===== config.mk =====
export PLATFORM = sky130hd
export DESIGN_NAME = relay_output_sequencer
export DESIGN_NICKNAME = d
export VERILOG_FILES = /design/src/relay_seq_pkg.sv /design/src/tick_gen.sv /design/src/relay_output_sequencer.sv
export SDC_FILE = /design/constraint.sdc
export NUM_CORES = 1
export LEC_CHECK = 0
export BUFFER_PORTS_ARGS = -buffer_cell sky130_fd_sc_hd__buf_2
export CORE_UTILIZATION = 58
export CTS_BUF_LIST = sky130_fd_sc_hd__clkbuf_16
export DETAILED_ROUTE_END_ITERATION = 10
export GPL_TIMING_DRIVEN = 0
export PLACE_DENSITY = 0.78
export SLEW_MARGIN = 30
export SYNTH_ARGS = -nofsm -noshare
export SYNTH_HDL_FRONTEND = slang
export SYNTH_SLANG_ARGS = --single-unit
export TNS_END_PERCENT = 50

===== constraint.sdc =====
create_clock -name I_CLK -period 3.25 [get_ports I_CLK]
set_clock_uncertainty 0.2 [all_clocks]
set_input_delay 0.975 -clock I_CLK [delete_from_list [all_inputs] [get_ports I_CLK]]
set_output_delay 0.975 -clock I_CLK [all_outputs]
set_load 0.005 [all_outputs]

===== src/relay_seq_pkg.sv =====
// Shared constants and types for the relay output sequencer
package relay_seq_pkg;

    // ==========================================================
    // Output modes and sub-modes
    // ==========================================================
    typedef enum logic [1:0] {
        MODE_MANUAL      = 2'h0,
        MODE_PULSE       = 2'h1,
        MODE_DELAY_ON    = 2'h2,
        MODE_DELAY_OFF   = 2'h3
    } out_mode_t;

    typedef enum logic {
        PULSE_CONTINUOUS = 1'h0,
        PULSE_COUNTED    = 1'h1
    } pulse_mode_t;

    typedef enum logic [1:0] {
        FAILSAFE_NONE    = 2'h0,
        FAILSAFE_ON      = 2'h1,
        FAILSAFE_OFF     = 2'h2
    } failsafe_t;

    // ==========================================================
    // Widths, reset values and timing
    // ==========================================================
    localparam int          WIDTH_BITS     = 14;
    localparam int          COUNT_BITS     = 16;
    localparam logic [13:0] WIDTH_DEFAULT  = 14'h0001;
    localparam logic [13:0] WIDTH_MAX      = 14'h270f;
    localparam logic [15:0] COUNT_DEFAULT  = 16'h0001;
    localparam int          CLK_HZ         = 50_000_000;
    localparam int          TICK_MS        = 100;
    localparam int          TICK_CYCLES    = CLK_HZ / 1000 * TICK_MS;

endpackage


===== src/tick_gen.sv =====
// Timebase divider producing a one-cycle tick every period
`timescale 1ns/1ps

module tick_gen #(
    parameter int CYCLES = relay_seq_pkg::TICK_CYCLES
) (
    // Clock and reset
    input  wire logic I_CLK,
    input  wire logic I_RST,
    // Restart and tick
    input  wire logic i_restart,
    output logic      o_tick
);

    typedef struct packed {
        logic [22:0] cnt;
        logic        tick;
    } tick_state_t;

    tick_state_t st;
    tick_state_t next_st;

    // ==========================================================
    // Divider
    // ==========================================================
    // Restart aligns the first interval to the start command
    always_comb begin
        next_st      = st;
        next_st.tick = 1'b0;
        if (i_restart) begin
            next_st.cnt = 23'h000000;
        end else if (st.cnt == 23'(CYCLES - 1)) begin
            next_st.cnt  = 23'h000000;
            next_st.tick = 1'b1;
        end else begin
            next_st.cnt = st.cnt + 23'h000001;
        end
    end

    // State register
    always_ff @(posedge I_CLK or posedge I_RST) begin
        if (I_RST) begin
            st <= '0;
        end else begin
            st <= next_st;
        end
    end

    assign o_tick = st.tick;

endmodule


===== src/relay_output_sequencer.sv =====
// Relay output channel sequencer: manual, pulse and delayed modes
`timescale 1ns/1ps

module relay_output_sequencer #(
    parameter int TICK_CYCLES = relay_seq_pkg::TICK_CYCLES
) (
    // Clock and reset
    input  wire logic        I_CLK,
    input  wire logic        I_RST,
    // Commands, one-cycle pulses from logic on the same clock
    input  wire logic        I_ACTIVATE,
    input  wire logic        I_DEACTIVATE,
    // Failsafe trigger, a pin from outside the clock domain
    input  wire logic        I_FAILSAFE_TRIG,
    // Configuration
    input  wire logic [1:0]  I_OUT_MODE,
    input  wire logic        I_PULSE_MODE,
    input  wire logic [15:0] I_PULSE_COUNT,
    input  wire logic [13:0] I_INACTIVE_WIDTH,
    input  wire logic [13:0] I_ACTIVE_WIDTH,
    input  wire logic [13:0] I_DELAY,
    input  wire logic [1:0]  I_FAILSAFE_ACTION,
    // Relay drive and status
    output logic             O_RELAY,
    output logic             O_BUSY,
    output logic             O_DONE
);

    // ==========================================================
    // Timing notes
    // ==========================================================
    // Every start restarts the timebase, so the first period of a run
    // lasts its ticks plus one clock; later periods are whole ticks.
    // Deactivate wins over a same-cycle activate; failsafe wins over both.
    // The failsafe pin is asynchronous and acts only on its rising edge,
    // so a trigger held high fires once and must fall to re-arm.
    // Widths are read when each period is loaded, not latched at start,
    // so a new setting takes effect at the next period boundary.
    // The pulse sub-mode is read at each inactive period end for the same reason.
    // The pulse count is latched at start; changing it mid-run is ignored.
    // Busy covers timed runs only; manual drive never raises it.
    // Done marks a run that ended by itself, never a cancel or failsafe.
    // A failsafe that lands on the same edge as a natural end keeps done.
    // Widths of zero clamp to one tick; widths above 9999 clamp to 9999.
    // A pulse count of zero runs a single active/inactive sequence.
    // Counted trains end low, after the last inactive period.
    // The timebase keeps running while idle; only a start realigns it.

    // ==========================================================
    // Sequencer state
    // ==========================================================
    typedef enum logic [2:0] {
        ST_IDLE,
        ST_PULSE_ON,
        ST_PULSE_OFF,
        ST_DELAY_ON,
        ST_DELAY_OFF
    } seq_state_t;

    typedef struct packed {
        seq_state_t  fsm;
        logic        relay;
        logic        busy;
        logic        done;
        logic [13:0] timer;
        logic [15:0] pulses;
        logic        fs_meta;
        logic        fs_sync;
        logic        fs_prev;
    } seq_t;

    seq_t st;
    seq_t next_st;

    logic tick;
    logic start;
    logic fs_fire;

    // ==========================================================
    // Timebase
    // ==========================================================
    // Restarted on every start so the first interval is a full tick plus one clock
    tick_gen #(
        .CYCLES (TICK_CYCLES)
    ) u_tick (
        .I_CLK     (I_CLK),
        .I_RST     (I_RST),
        .i_restart (start),
        .o_tick    (tick)
    );

    // ==========================================================
    // Command and trigger decode
    // ==========================================================
    // Start is an activate that is not also a deactivate
    assign start   = I_ACTIVATE & ~I_DEACTIVATE;
    // Rising edge of the synchronised trigger, never the first stage
    assign fs_fire = st.fs_sync & ~st.fs_prev;

    // ==========================================================
    // Width clamp into the legal 1..9999 range
    // ==========================================================
    // Zero would make a period vanish; clamp rather than misbehave
    function automatic logic [13:0] clamp_width(input logic [13:0] w);
        logic [13:0] r;
        r = w;
        if (w == 14'h0000) begin
            r = relay_seq_pkg::WIDTH_DEFAULT;
        end else if (w > relay_seq_pkg::WIDTH_MAX) begin
            r = relay_seq_pkg::WIDTH_MAX;
        end
        return r;
    endfunction

    // ==========================================================
    // Settings as used by the sequencer
    // ==========================================================
    logic [13:0] act_width;
    logic [13:0] inact_width;
    logic [13:0] delay_width;
    logic [15:0] start_count;
    logic        fs_force;
    logic        fs_level;

    // Widths kept in range so a period never vanishes or overruns
    always_comb begin
        act_width   = clamp_width(I_ACTIVE_WIDTH);
        inact_width = clamp_width(I_INACTIVE_WIDTH);
        delay_width = clamp_width(I_DELAY);
    end

    // Zero count treated as the default of one
    always_comb begin
        start_count = I_PULSE_COUNT;
        if (I_PULSE_COUNT == 16'h0000) begin
            start_count = relay_seq_pkg::COUNT_DEFAULT;
        end
    end

    // None and the spare code both leave relay and sequence alone
    always_comb begin
        fs_force = 1'b0;
        fs_level = 1'b0;
        unique case (I_FAILSAFE_ACTION)
            relay_seq_pkg::FAILSAFE_ON: begin
                fs_force = 1'b1;
                fs_level = 1'b1;
            end
            relay_seq_pkg::FAILSAFE_OFF: begin
                fs_force = 1'b1;
            end
            default: begin
            end
        endcase
    end

    // ==========================================================
    // Sequencer
    // ==========================================================
    // Commands first, failsafe last so it overrides a running sequence
    always_comb begin
        next_st         = st;
        next_st.done    = 1'b0;
        next_st.fs_meta = I_FAILSAFE_TRIG;
        next_st.fs_sync = st.fs_meta;
        next_st.fs_prev = st.fs_sync;

        // Cancel first: deactivate wins over a same-cycle start
        if (I_DEACTIVATE) begin
            next_st.fsm   = ST_IDLE;
            next_st.relay = 1'b0;
            next_st.busy  = 1'b0;
        end else if (start) begin
            next_st.busy = 1'b1;
            // Each timed mode loads its own first period; manual drives the relay high and ends any run
            unique case (relay_seq_pkg::out_mode_t'(I_OUT_MODE))
                relay_seq_pkg::MODE_MANUAL: begin
                    next_st.relay = 1'b1;
                    next_st.busy  = 1'b0;
                    next_st.fsm   = ST_IDLE;
                end
                relay_seq_pkg::MODE_PULSE: begin
                    next_st.relay  = 1'b1;
                    next_st.fsm    = ST_PULSE_ON;
                    next_st.timer  = act_width;
                    next_st.pulses = start_count;
                end
                relay_seq_pkg::MODE_DELAY_ON: begin
                    next_st.relay = 1'b0;
                    next_st.fsm   = ST_DELAY_ON;
                    next_st.timer = delay_width;
                end
                relay_seq_pkg::MODE_DELAY_OFF: begin
                    next_st.relay = 1'b1;
                    next_st.fsm   = ST_DELAY_OFF;
                    next_st.timer = delay_width;
                end
            endcase
        end else if (tick) begin
            // All interval counters step on the 100 ms tick
            unique case (st.fsm)
                ST_IDLE: begin
                end
                ST_PULSE_ON: begin
                    if (st.timer == 14'h0001) begin
                        next_st.relay = 1'b0;
                        next_st.fsm   = ST_PULSE_OFF;
                        next_st.timer = inact_width;
                    end else begin
                        next_st.timer = st.timer - 14'h0001;
                    end
                end
                ST_PULSE_OFF: begin
                    if (st.timer != 14'h0001) begin
                        next_st.timer = st.timer - 14'h0001;
                    end else if (I_PULSE_MODE == relay_seq_pkg::PULSE_COUNTED &&
                                 st.pulses == 16'h0001) begin
                        next_st.fsm  = ST_IDLE;
                        next_st.busy = 1'b0;
                        next_st.done = 1'b1;
                    end else begin
                        // Continuous mode never decrements to an end
                        if (I_PULSE_MODE == relay_seq_pkg::PULSE_COUNTED) begin
                            next_st.pulses = st.pulses - 16'h0001;
                        end
                        next_st.relay = 1'b1;
                        next_st.fsm   = ST_PULSE_ON;
                        next_st.timer = act_width;
                    end
                end
                ST_DELAY_ON: begin
                    if (st.timer == 14'h0001) begin
                        next_st.relay = 1'b1;
                        next_st.fsm   = ST_IDLE;
                        next_st.busy  = 1'b0;
                        next_st.done  = 1'b1;
                    end else begin
                        next_st.timer = st.timer - 14'h0001;
                    end
                end
                ST_DELAY_OFF: begin
                    if (st.timer == 14'h0001) begin
                        next_st.relay = 1'b0;
                        next_st.fsm   = ST_IDLE;
                        next_st.busy  = 1'b0;
                        next_st.done  = 1'b1;
                    end else begin
                        next_st.timer = st.timer - 14'h0001;
                    end
                end
                default: begin
                    next_st.fsm  = ST_IDLE;
                    next_st.busy = 1'b0;
                end
            endcase
        end

        // Failsafe forces a steady state and stops any sequence
        if (fs_fire && fs_force) begin
            next_st.relay = fs_level;
            next_st.fsm   = ST_IDLE;
            next_st.busy  = 1'b0;
        end
    end

    // ==========================================================
    // State register
    // ==========================================================
    // Reset loads the default width and count
    always_ff @(posedge I_CLK or posedge I_RST) begin
        if (I_RST) begin
            st        <= '0;
            st.fsm    <= ST_IDLE;
            st.timer  <= relay_seq_pkg::WIDTH_DEFAULT;
            st.pulses <= relay_seq_pkg::COUNT_DEFAULT;
        end else begin
            st <= next_st;
        end
    end

    // ==========================================================
    // Outputs straight from state flip-flops
    // ==========================================================
    assign O_RELAY = st.relay;
    assign O_BUSY  = st.busy;
    assign O_DONE  = st.done;

endmodule


Yosys cells after proc, flatten, opt, wreduce, memory -nomap -nowiden --
Index checks and enable logic that the tools add are counted.
Cells by class: add/subtract/negate cells 3, $lt $le $gt $ge 3, eq/ne operators 27, mux-type cells 43, bitwise gates (word level) 4, reductions and logical operators 23
Operator list (number):
- 14-bit two-way mux | 9
- 16-bit two-way mux | 5
- 30-bit two-way mux | 2
- 23-bit two-way mux | 2
- 14-bit > comparator, second input constant | 3
- 14-bit zero test | 3
- 14-bit case mux with 3 select lines | 1
- 36-bit two-way mux | 1
- 31-bit two-way mux | 1
- 5-bit != test, second input constant | 6
- 14-bit case mux with 2 select lines | 1
- 23-bit by 1-bit adder with 23-bit output, second input constant | 1
- 23-bit equality test, second input constant | 1
- 6-bit two-way mux | 3
- 6-bit AND reduction | 3
- 16-bit by 1-bit equality test with 1-bit output, second input constant | 1
- 16-bit zero test | 1
- 4-bit case mux with 4 select lines | 1
- 16-bit by 1-bit subtractor with 16-bit output, second input constant | 1
- 5-bit two-way mux | 3
- 3-bit case mux with 5 select lines | 1
- 14-bit by 1-bit equality test with 1-bit output, second input constant | 1
- 14-bit by 1-bit != test with 1-bit output, second input constant | 1
- 7-bit AND reduction | 2
- 26 further kinds | 49
Word-level totals: flip-flop bits (word level) 63, input bits 68, output and inout bits 3, logic and storage cells 114

Logic depth before layout (Yosys ltp) --
depth in word-level cells 10, depth in mapped cells 10, depth with buffers taken out 8

Hierarchy --
From an unflattened synthesis, not the netlist that was laid out.
Second synthesis, totals: cell total of the unflattened synthesis 547, area, all modules 4549.4 um2
By module, submodules not included:
- relay_output_sequencer | times used 1, cells each 423, area an instance 3331.9 um2, seq. area each 978.4 um2
- tick_gen | times used 1, cells each 124, area an instance 1217.4 um2, seq. area each 600.6 um2

Least setup slack after synthesis --
Ideal clock, no wire load.
kind in2reg, from in I_DEACTIVATE, to reg st[7] in the netlist's numbering, setup time 0.069 ns, arrival 2.606 ns, data required time 2.981 ns, setup slack 0.375 ns, stages on the path 8, buffers on the path 2, cells stage by stage buf_2 nand2b_1 buf_2 nand2_1 or3_1 o31a_1 or4_1 nand3_1
On the way: word-level cells in the longest chain between the ends 4, elaborated cells between the ends (all ways) 10, classes of those cells 3 x eq/ne; 1 x mux; 2 x bitwise; 4 x reduce/logical
RTL lines:
- start: declaration | line relay_output_sequencer.sv:12 | input wire logic I_DEACTIVATE,
- 1-bit inverter (no source line) *
- 1-bit bitwise AND | line relay_output_sequencer.sv:96 | assign start = I_ACTIVATE & ~I_DEACTIVATE;
- 2-bit by 1-bit != test with 1-bit output (no source line) (tied with other cells)
- 7-bit AND reduction (no source line)
- end signal: assignment | line relay_output_sequencer.sv:277 | st <= next_st;
- end: declaration | line relay_output_sequencer.sv:72 | seq_t st;
Mark *: on every way between the ends. The rest lies on a longest branch, timed or not. A chain may end at the register's enable or synchronous reset.

Worst setup path in the final report --
from reg st[19] in the netlist's numbering, to reg st[22] in the netlist's numbering
On the way: word-level cells in the longest chain between the ends 5, elaborated cells between the ends (all ways) 12, classes of those cells 1 x add/sub; 4 x eq/ne; 6 x mux; 1 x reduce/logical
RTL lines:
- 14-bit by 1-bit subtractor with 14-bit output (tied with other cells)
- 14-bit two-way mux, on equally long branches
- 14-bit case mux with 3 select lines | line relay_output_sequencer.sv:201 | unique case (st.fsm)
- 36-bit two-way mux | line relay_output_sequencer.sv:199 | end else if (tick) begin
- 30-bit two-way mux | line relay_output_sequencer.sv:173 | end else if (start) begin
Parallel ways exist; a longest one is shown, timed or not. The select of a mux whose other input is x is not followed.

==> results.md <==
* Total power at 2415 uW
* Area grow syn2layout at 17.91%
* Clock-pin slew on the worst setup and hold paths at 0.05 ns
* Share of cells above drive strength 1 at 0.1930
* Cell type with the largest total area after synthesis: dfrtp_1
* WL/cell at 17.61 um
* Fin area at 5206 sq um
* YS warnings at 0
* #FFs+latches synth at 63
* Hold WS at 0.1546 ns
* Root Buffer: clkbuf_16
* Antenna diodes at 0
* Arr. time, crit path at 3.12 ns
* Mapped Area at 4415 sq um
* 1st-iter DRT viols at 452
* Min cycle time layout at 3.060 ns
* Worst reg-to-reg path cell count at 8
* Antenna violations before repair at 0
* GRT Util Overall at 0.3314
* GPL Wtd Cong at 1.037
* Synthesized area per cell at 8.162 sq um
* DR pass1 iterations at 6
* CTS-repair resized insts at 0
* # nets final at 701
* DRC Markers at 0
* Rel. slew slack at 0.4598
* Die width at 89.25 um
* Initial Util at 0.6055
* Port bufs at 69
* Setup violations, final at 0
* DR vias at 4703
* Fmax at 326.8 MHz
* Pwr Density at 463.9 nW/um^2
* Largest net degree at the start of global routing at 43
* Rows at 31
* Clock sinks at 63
* Worst-path fanout max at 10
* Clock Path Buffers at 2
* Core ar. at 7292 sq um
* Synth top area cells: dfrtp_1 (35%), o21ai_0 (7.0%), nor2_1 (5.5%)
* CP required at 3.31 ns
* Worst setup EP type: flop
* Commonest cells after routing, fill and taps aside: buf_2 (76), nor2_1 (65), o21ai_0 (62)
* Worst-Margin Slew at 0.8086 ns
* Post-DP HPWL at 9.564 mm
* Hold-critical path depth at 0
* Post-synth EDFFs at 0
* Post-synth top area share at 0.3457
* CTS H-Tree Depth at 3
* Status: finished, final reports clean
* Final worst path period share at 0.9415
* Clock latency at the later pin of the worst-skew pair at 0.34 ns
* Via/cell ratio at 6.478
* Asr flop ratio synth at 1.000
* Top_reg_cell synth: dfrtp_1
* Hold WC Path Type: reg -> reg
* Number of global-route vias before repair at 4255
* Routed WL at 12.78 mm
* Cts hold-fix bufs at 0
* Leakage at 0.002212 uW
* Max Slew Vio Count at 0
* Placed cell areas at 4907 sq um
* Ports at 71
* Mapped Cells at 541
* TritonCTS buffer count at 9
* Final global-route overflow total at 0
* Max-cap viol count at 0
* Worst ir drop on vdd at 0.3389 mV
* Sequential share of the synthesized area at 0.3576
* First-pass GRT wire length at 20.08 mm
* Final Hold Fails at 0
* ANT nets after route at 0
* Post-CTS Setup Bufs at 0
* Worst setup SP type: flop
* Mapped Nets at 620
* CP Class: reg -> reg
* Die ar. at 7966 sq um
* CTS tree: done
* Unrepaired setup endpoints after global routing: no
* Count of cell types in the netlist at 66
* Commonest non-fill, non-tap cell in the layout: buf_2
* Chip Height at 89.25 um
-- final timing paths --
| path | startpoint | slack [ns] | endpoint |
|---|---|---|---|
| min in group asynchronous | I_RST | 0.39 | st[26]$_DFFE_PP0P_ |
| worst min register to register | next_st[1]$_DFF_PP0_ | 0.15 | next_st[0]$_DFF_PP0_ |
| worst max register to register | st[19]$_DFFE_PP1P_ | 0.19 | st[22]$_DFFE_PP0P_ |
| worst max-delay path | st[19]$_DFFE_PP1P_ | 0.19 | st[22]$_DFFE_PP0P_ |
| worst min-delay path | next_st[1]$_DFF_PP0_ | 0.15 | next_st[0]$_DFF_PP0_ |
| max in group asynchronous | I_RST | 1.88 | st[3]$_DFFE_PP1P_ |
-- cell families after synthesis --
family / share of synthesized area
AND/OR/NAND/NOR: 0.3001
AO/OA/AOI/OAI: 0.2165
flip-flops: 0.3576
buffers and inverters: 0.03938
XOR/XNOR: 0.04761
adder cells (fa/ha/maj): 0.03117
multiplexers: 0.007650
-- registers in the layout, summed over array words and instances, names as in the netlist --
| signal | count |
|---|---|
| O_BUSY | 1 |
| u_tick.o_tick | 1 |
| u_tick.st | 23 |
| O_RELAY | 1 |
| next_st | 2 |
| st | 34 |
| O_DONE | 1 |
-- synth_stat cells (all sizes together), types with 12 or more instances --
master	instances
nand4	12
nand3	21
nand2	34
inv	15
dfrtp	61
clkbuf	18
nor4	24
xor2	16
o21ai	65
nor3	22
a21oi	25
nor2	65
-- routing by layer --
layer	vias up	wire, um	global-route usage
met5	-	0	0
met4	0	364	0.1602
met3	48	1147	0.06833
met2	297	6101	0.5399
met1	2183	5167	0.4212
li1	2175	-	-
-- worst max-delay path, stage by stage (launching register included) --
cell and delay [ns]:
dfstp_2 0.57, ha_1 0.18, nor3b_1 0.41, nand4_1 0.30, or4b_1 0.58, nand3_2 0.22, buf_2 0.29, o21ai_0 0.13
o21ai_0 0.09
-- metrics by stage --
stage                     setup slack, ns   TNS [ns]  utilization  instances
after floorplan                    0.3748          0            -        541
after global placement            -0.2996     -17.95       0.6699        709
after detailed placement        -0.005592  -0.005592       0.6730        710
after CTS                          0.3118          0       0.7140        726
after global routing              0.06840          0       0.7140        726
final                              0.1903          0       0.7140        726
-- layout make-up --
type	count	area, sq um
plain buffers	27	117.6
clock buffers	9	225.2
clock inverters	7	73.82
fillers	621	2086
inverters	15	58.81
multi-input cells	436	2663
flip-flops and latches	63	1579
well taps	99	123.9
repair buffers	70	365.4
-- report_power, final --
part           internal (uW)  switching, uW
Sequential               854           64.0
Clock                    594            377
Combinational            197            329
Total                   1640            770
Power figures use the tool's default switching activity.
